<file path="src/rtl/wpm_pkg.sv">
// Package for the local wake input monitor: register map, field
// positions, reset values, chip mode codes, timing and carrier types.
// Assumes a 100 MHz core clock and a 32-bit classic Wishbone slave.
package wpm_pkg;

    // ********************************************************
    // Timing
    // ********************************************************
    localparam int CLK_PERIOD_PS = 10000;
    // Least wake filter time; a level must persist this long
    localparam int WAKE_FILTER_TIME_NS = 10000;
    localparam int WAKE_FILTER_CYCLES =
        (WAKE_FILTER_TIME_NS * 1000 + CLK_PERIOD_PS - 1) / CLK_PERIOD_PS;
    localparam int FILT_CNT_W = 16;

    // ********************************************************
    // Register map (byte addresses)
    // ********************************************************
    localparam int ADR_W = 8;
    localparam logic [ADR_W-1:0] CTRL_ADR = 8'h00;
    localparam logic [ADR_W-1:0] STATUS_ADR = 8'h04;
    localparam logic [ADR_W-1:0] INT_STAT_ADR = 8'h08;
    localparam logic [ADR_W-1:0] INT_MASK_ADR = 8'h0c;

    // Field positions
    localparam int CTRL_ENABLE_BIT = 0;
    localparam int STATUS_LEVEL_BIT = 0;
    localparam int STATUS_VETO_BIT = 1;
    localparam int STATUS_UV_BIT = 2;
    localparam int FLAG_FIRST_BIT = 0;
    localparam int FLAG_SECOND_BIT = 1;

    // Values after reset
    localparam logic CTRL_ENABLE_RST = 1'b0;
    localparam logic [1:0] INT_MASK_RST = 2'h0;

    // ********************************************************
    // Chip mode as driven by the mode controller
    // ********************************************************
    typedef enum logic [2:0] {
        MODE_NORMAL = 3'b000,
        MODE_STOP = 3'b001,
        MODE_SLEEP = 3'b010,
        MODE_FAIL_SAFE = 3'b011,
        MODE_RESTART = 3'b100,
        MODE_SOFTWARE_FLASH = 3'b101,
        MODE_INIT = 3'b110
    } wpm_mode_type;

    // ********************************************************
    // Carriers
    // ********************************************************
    typedef struct packed {
        logic cyc;
        logic stb;
        logic we;
        logic [ADR_W-1:0] adr;
        logic [3:0] sel;
        logic [31:0] dat;
    } wpm_wb_req_type;

    typedef struct packed {
        logic ack;
        logic [31:0] dat;
    } wpm_wb_rsp_type;

endpackage

</file>
<file path="src/rtl/wpm_wake_pin_monitor.sv">
// Local wake input monitor: pin filter, wake requests toward the mode
// controller, direction event flags, interrupt and Wishbone registers.
// Assumes the mode code comes from logic on the same clock, while the
// pin and the undervoltage comparator are asynchronous.
//
// Chosen here: the Wishbone register port and the register addresses.
`timescale 1ns/1ps
`default_nettype none

// Summary of operation
// (RULE1) Both a rising and a falling change of the wake input count as a wake event.
// (RULE2) A change counts only once the new level has persisted longer than the filter time.
// (RULE3) Software turns the wake capability on or off and the block obeys that setting in every mode but Fail-Safe.
// (RULE4) Below the undervoltage-off level all wake input activity is ignored; the code drops events but the level status follows the unfiltered pin.
// (RULE5) The filtered pin level is always readable in Normal, Stop and software flash modes.
// (RULE6) With the enable set, a qualified change of either direction wakes the chip from Sleep.
// (RULE7) From Fail-Safe, any qualified change always requests the move to Restart.
// (RULE8) With the enable set in Normal, Stop or flash mode, a change sets its direction flag and raises the interrupt unless masked.
// (RULE9) Rising and falling interrupts have independent mask bits.
// (RULE10) A flag pending or set during a sleep request makes the chip wake right after entering Sleep.
// (RULE11) The chip never settles in Sleep while a wake flag is uncleared.
// (RULE12) Software should clear both flags before commanding Sleep.
// (RULE13) Each flag stays set until software clears it by writing a one.
module wpm_wake_pin_monitor #(
    parameter int FILTER_CYCLES = wpm_pkg::WAKE_FILTER_CYCLES
) (
    input wire logic clock,
    input wire logic rst,
    input wire wpm_pkg::wpm_wb_req_type wb_req,
    output wpm_pkg::wpm_wb_rsp_type wb_rsp,
    input wire logic local_wake_input,
    input wire logic below_undervoltage_off_level,
    input wire wpm_pkg::wpm_mode_type chip_mode,
    output logic wake_level_status,
    output logic wake_request,
    output logic sleep_veto,
    output logic irq
);

    // ********************************************************
    // Parameter check
    // ********************************************************
    if (FILTER_CYCLES < 1 || FILTER_CYCLES >= (1 << wpm_pkg::FILT_CNT_W))
    begin : g_bad_filter
        $error("FILTER_CYCLES out of range for the filter counter");
    end

    localparam logic [wpm_pkg::FILT_CNT_W-1:0] FILT_LAST =
        wpm_pkg::FILT_CNT_W'(FILTER_CYCLES - 1);

    // ********************************************************
    // State
    // ********************************************************
    typedef struct packed {
        logic [2:0] pin_sync;
        logic pin_agreed;
        logic [2:0] uv_sync;
        logic uv_agreed;
        logic filt_level;
        logic [wpm_pkg::FILT_CNT_W-1:0] filt_cnt;
        logic enable;
        logic [1:0] flags;
        logic [1:0] mask;
        logic level_status;
        logic wake_req;
        logic veto;
        logic irq;
        logic ack;
        logic [31:0] rdat;
    } wpm_state_type;

    wpm_state_type s_q;
    wpm_state_type s_d;

    // Modes in which the pin is reported and flags are raised
    function automatic logic awake_mode(input wpm_pkg::wpm_mode_type m);
        awake_mode = (m == wpm_pkg::MODE_NORMAL) ||
                     (m == wpm_pkg::MODE_STOP) ||
                     (m == wpm_pkg::MODE_SOFTWARE_FLASH);
    endfunction

    // ********************************************************
    // Next state
    // ********************************************************
    logic rise_evt;
    logic fall_evt;
    logic any_evt;
    logic acc;
    logic wr_go;
    logic [1:0] set_bits;
    logic [1:0] clr_bits;
    logic [1:0] flags_next;

    always_comb begin
        s_d = s_q;

        // Three-stage synchronisers; a change counts once stages 2 and 3
        // agree, so a metastable first stage is never looked at.
        s_d.pin_sync = {s_q.pin_sync[1:0], local_wake_input};
        if (s_q.pin_sync[1] == s_q.pin_sync[2]) begin
            s_d.pin_agreed = s_q.pin_sync[2];
        end
        s_d.uv_sync = {s_q.uv_sync[1:0], below_undervoltage_off_level};
        if (s_q.uv_sync[1] == s_q.uv_sync[2]) begin
            s_d.uv_agreed = s_q.uv_sync[2];
        end

        // Glitch filter: the new level must hold for FILTER_CYCLES
        rise_evt = 1'b0;
        fall_evt = 1'b0;
        if (s_q.uv_agreed) begin
            // Track silently so recovery does not fire a stale event
            s_d.filt_level = s_q.pin_agreed; // RULE4
            s_d.filt_cnt = '0;
        end else if (s_q.pin_agreed == s_q.filt_level) begin
            s_d.filt_cnt = '0; // RULE2
        end else if (s_q.filt_cnt == FILT_LAST) begin
            s_d.filt_cnt = '0;
            s_d.filt_level = s_q.pin_agreed; // RULE2
            rise_evt = s_q.pin_agreed; // RULE1
            fall_evt = ~s_q.pin_agreed; // RULE1
        end else begin
            s_d.filt_cnt = s_q.filt_cnt + 1'b1;
        end
        any_evt = rise_evt | fall_evt;

        // Level is refreshed only while the chip is up
        if (awake_mode(chip_mode)) begin
            s_d.level_status = s_d.filt_level; // RULE5
        end

        // Wishbone: ack one cycle after the request is seen; a write
        // lands at the edge where the master samples ack.
        acc = wb_req.cyc & wb_req.stb;
        s_d.ack = acc & ~s_q.ack;
        wr_go = acc & wb_req.we & s_q.ack & wb_req.sel[0];
        if (acc & ~s_q.ack & ~wb_req.we) begin
            case (wb_req.adr)
                wpm_pkg::CTRL_ADR: begin
                    s_d.rdat = {31'h0, s_q.enable};
                end
                wpm_pkg::STATUS_ADR: begin
                    s_d.rdat = {29'h0, s_q.uv_agreed, s_q.veto,
                                s_q.level_status};
                end
                wpm_pkg::INT_STAT_ADR: begin
                    s_d.rdat = {30'h0, s_q.flags};
                end
                wpm_pkg::INT_MASK_ADR: begin
                    s_d.rdat = {30'h0, s_q.mask};
                end
                default: begin
                    s_d.rdat = 32'h0;
                end
            endcase
        end else if (~acc | s_q.ack) begin
            // Read data stands only in the ack cycle, zero otherwise
            s_d.rdat = 32'h0;
        end

        clr_bits = 2'h0;
        if (wr_go) begin
            case (wb_req.adr)
                wpm_pkg::CTRL_ADR: begin
                    s_d.enable = wb_req.dat[wpm_pkg::CTRL_ENABLE_BIT]; // RULE3
                end
                wpm_pkg::INT_STAT_ADR: begin
                    clr_bits = wb_req.dat[1:0]; // RULE13
                end
                wpm_pkg::INT_MASK_ADR: begin
                    s_d.mask = wb_req.dat[1:0]; // RULE9
                end
                default: begin
                end
            endcase
        end

        // Flags: a new event wins over a clear in the same cycle
        set_bits = 2'h0;
        if (s_q.enable && awake_mode(chip_mode)) begin // RULE3
            set_bits[wpm_pkg::FLAG_FIRST_BIT] = rise_evt; // RULE8
            set_bits[wpm_pkg::FLAG_SECOND_BIT] = fall_evt; // RULE8
        end
        flags_next = (s_q.flags & ~clr_bits) | set_bits; // RULE13
        s_d.flags = flags_next;
        s_d.irq = |(flags_next & ~s_q.mask); // RULE8 RULE9

        // Pending flags forbid a clean sleep and pull the chip out again
        s_d.veto = |flags_next; // RULE11
        s_d.wake_req = 1'b0;
        case (chip_mode)
            wpm_pkg::MODE_SLEEP: begin
                s_d.wake_req = (any_evt & s_q.enable) | // RULE6
                               (|s_q.flags); // RULE10 RULE11
            end
            wpm_pkg::MODE_FAIL_SAFE: begin
                s_d.wake_req = any_evt; // RULE7
            end
            default: begin
                s_d.wake_req = 1'b0;
            end
        endcase
    end

    // ********************************************************
    // Registers
    // ********************************************************
    always_ff @(posedge clock or posedge rst) begin
        if (rst) begin
            s_q <= '0;
            s_q.enable <= wpm_pkg::CTRL_ENABLE_RST;
            s_q.mask <= wpm_pkg::INT_MASK_RST;
        end else begin
            s_q <= s_d;
        end
    end

    assign wb_rsp.ack = s_q.ack;
    assign wb_rsp.dat = s_q.rdat;
    assign wake_level_status = s_q.level_status;
    assign wake_request = s_q.wake_req;
    assign sleep_veto = s_q.veto;
    assign irq = s_q.irq;

endmodule

`default_nettype wire

</file>
<file path="config.mk">
export PLATFORM = sky130hd
export DESIGN_NAME = wpm_wake_pin_monitor
export DESIGN_NICKNAME = d
export VERILOG_FILES = /design/src/rtl/wpm_pkg.sv /design/src/rtl/wpm_wake_pin_monitor.sv
export SDC_FILE = /design/constraint.sdc
export NUM_CORES = 1
export LEC_CHECK = 0
export ABC_AREA = 1
export BUFFER_PORTS_ARGS = -buffer_cell sky130_fd_sc_hd__buf_2
export CAP_MARGIN = 30
export CORE_ASPECT_RATIO = 2
export CORE_UTILIZATION = 44
export DETAILED_ROUTE_END_ITERATION = 10
export HOLD_SLACK_MARGIN = 0.12
export PLACE_DENSITY = 0.82
export SLEW_MARGIN = 10
export SYNTH_ARGS = -nofsm -noshare
export SYNTH_HDL_FRONTEND = slang
export SYNTH_SLANG_ARGS = --single-unit
export TNS_END_PERCENT = 5
</file>
<file path="constraint.sdc">
create_clock -name clock -period 1.35 [get_ports clock]
set_clock_uncertainty 0.1 [all_clocks]
set_input_delay 0.135 -clock clock [delete_from_list [all_inputs] [get_ports clock]]
set_output_delay 0.135 -clock clock [all_outputs]
set_load 0.02 [all_outputs]
</file>
==> flow_summary_export.csv <==
group,metric,value,unit
yosys,synth_area_leaders,"dfrtp_1 43%, buf_4 11%, nand2_1 9.1%",
floorplan,die_h,102,um
detailed_routing,route.vias.total,1948,
floorplan,rows,36,
sta,max_freq,0.672,GHz
min_path,min_path_type,"in -> reg",
detailed_routing,initialDrtViolationCount,41,
sta,hold_violations,0,
sta,setup_tns,-1.20,ns
yosys,ys.flop_type,"dfrtp_1",
global_route,antenna_found_initial,0,
global_route,grt_overflow,0,
cts,cts_num_sinks,38,
cts,clk_latency,0.29,ns
detailed_routing,wire_per_inst,11.9,um
global_route,grt_max_degree,39,
floorplan,core,0.00486,mm^2
critical_path,critPathRequiredTime,1.43,ns
floorplan,die_w,52.2,um
power,p_int,1.86,mW
yosys,synth_edf_count,0,
placement,port_buffers,28,
yosys,yosysWarnings,0,
floorplan,start_util,0.456,
critical_path,cp-end-kind,"flip-flop",
detailed_routing,firstDrtPassIters,4,
status,failed_checks,"setup timing",
sta,hold_ws,0.145,ns
yosys,yosys.area.top_type,"dfrtp_1",
sta,report.final.slew_viol_count,0,
power,power_density,918,mW/mm^2
yosys,syn_avg_cell_area,7.94,um^2
critical_path,cp_max_fo,4,
final_layout,syn2layout_area_growth,23.4,%
yosys,synth_common_cells,"54 x nand2_1, 38 x dfrtp_1, 34 x nor2_1",
cts,ctsRootBufferMaster,"clkbuf_8",
power,swShare,0.261,
placement,gp_congestion,0.908,
power,combPwrFrac,0.153,
status,status,"complete, but fails checks",
critical_path,critPathKind,"reg -> reg",
power,p_seq_frac,0.481,
global_route,grt_pass1_wl,7980,um
yosys,synthDistinctLibCells,25,
yosys,synthCells,279,
detailed_routing,drc,0,
yosys,postSynth.asyncResetShare,1.00,
final_layout,drive_gt1_frac,0.289,
flow_run,max_cap_violations,0,
detailed_routing,drt-total-wl,4750,um
yosys,synth.yosys.seq_area_share,0.429,
placement,dp_hpwl,3400,um
final_layout,fin_nets,397,
power,p_switching,0.655,mW
cts,clockBufferDepth,2,
global_route,grtUsageTotal,0.204,
cts,htree_levels,2,
yosys,synth.most_common_cell,"nand2_1",
power,ir_worst_vdd,0.000788,V
cts,clk_pin_slew,0.07,ns
cts,cts_tree,"done",
power,finalPower,2.51,mW
critical_path,crit_arrival,1.57,ns
sta,rsz0062_at_grt,"yes",
critical_path,cp-start-kind,"flip-flop",
sta,setup_violations,22,
yosys,synth.top_cell.area_share,0.429,
yosys,ys_ff_latch,38,
detailed_routing,ant_nets,0,
sta,period_needed,1.49,ns
final_layout,diodes,0,
detailed_routing,viasPerCell,4.87,
floorplan,top_level_ports,91,
power,total_leakage_power,1.41,nW
floorplan,die_area,0.00534,mm^2
power,p_clk_frac,0.366,
sta,fin_crit_sh,1.10,
sta,worst_slack,-0.138,ns
yosys,synth_area,0.00222,mm^2
global_route,first_global_vias,1971,
cts,cts_inserted_buffers,5,
==> cells by family (layout without fill, tap and decap cells) <==
group / Yosys count / count (layout) / synth area share
flops: 38 / 38 / 0.429
buf+inv: 69 / 104 / 0.180
simple gates: 152 / 153 / 0.323
other cells: 1 / 29 / 0.00169
xor+xnor: 7 / 7 / 0.0311
fa+ha+maj: 3 / 3 / 0.0147
compound gates: 9 / 9 / 0.0203
==> layer usage <==
metal  wire, um  track usage  vias up
met4        261        0.156        0
met3        277       0.0580       27
met1       1540        0.174      897
li1           -            -      934
met2       2680        0.375       90
met5          0            0        -
==> registers in the layout, summed over array words and instances (netlist names) <==
signal / count
irq: 1
s_d: 4
s_q: 26
sleep_veto: 1
wake_level_status: 1
wake_request: 1
wb_rsp: 4
==> cells in the final DEF (no fill, tap or decap), types with 2 or more instances in the layout <==
master         Yosys  final
nor3_2             0      4
nor2_1            34     30
buf_2              0     28
clkbuf_1           0      2
dfrtp_1           38     38
xor2_2             1      2
o21ai_0            5      5
maj3_1             2      2
a21oi_1            4      4
clkbuf_8           0      5
conb_1             1     29
inv_1             32     31
nand3_4            1      2
buf_4             33     22
nand4_1            9      9
nand3_2            0      2
nor2_2            14     16
dlygate4sd3_1      0     11
nand3_1           25     23
nand2_2            5      6
nand2_1           54     52
xor2_1             6      5
inv_2              3      4
nor2_4             1      3
==> worst paths after layout <==
check | start | to | slack (ns) | cells after the start
max | s_q[56] | s_q[58] | -0.14 | 7
min | wb_req[36] | s_q[41] | 0.14 | 6
max reg2reg | s_q[56] | s_q[58] | -0.14 | 7
min reg2reg | s_d[65] | s_d[66] | 0.25 | 0
max in group asynchronous | rst | s_q[48] | 0.42 | 4
min in group asynchronous | rst | wb_rsp[0] | 0.39 | 4
==> layout make-up <==
class / count / area [um^2]
inverter: 35 / 131
clock buffer: 7 / 76.3
fill: 424 / 2130
multi-input combinational: 201 / 1060
sequential: 38 / 951
timing repair buffer: 61 / 415
tap: 57 / 71.3
clock inverter: 1 / 30.0
==> critical path, stage by stage (launching register included) <==
cell and delay, ns:
dfrtp_1 0.39, nor2_2 0.20, nand2_1 0.12, nor2_4 0.16
nand2_4 0.10, nand2_1 0.08, nand2_1 0.06, and2_1 0.16
==> power by group through the flow <==
| stage | logic, mW | clock network [mW] | registers [mW] |
|---|---|---|---|
| after floorplan | 0.308 | 0 | 1.23 |
| after global placement | 0.323 | 0 | 1.23 |
| after detailed placement | 0.333 | 0 | 1.23 |
| after CTS | 0.383 | 0.958 | 1.21 |
| after global routing | 0.427 | 1.01 | 1.21 |
| final | 0.384 | 0.920 | 1.21 |
==> metrics by stage <==
stage          setup slack (ns)  instances  utilization  instance area (um^2)
6_report                 -0.138        400        0.562                  2730
3_5_place_dp             -0.172        380        0.501                  2430
2_1_floorplan           -0.0744        307            -                  2330
5_1_grt                  -0.237        400        0.562                  2730
3_3_place_gp             -0.138        380        0.501                  2430
4_1_cts                  -0.107        400        0.558                  2710
==> what timing repair did <==
item                                    CTS  global route
endpoints found under the hold margin    49             0
buffers inserted                          0             0
hold buffers                             11             0
resized for setup                        11             5
endpoints found under the setup margin   22            25
pin swaps                                 7             3
cloned                                    1             0
Power figures use the tool's default switching activity.
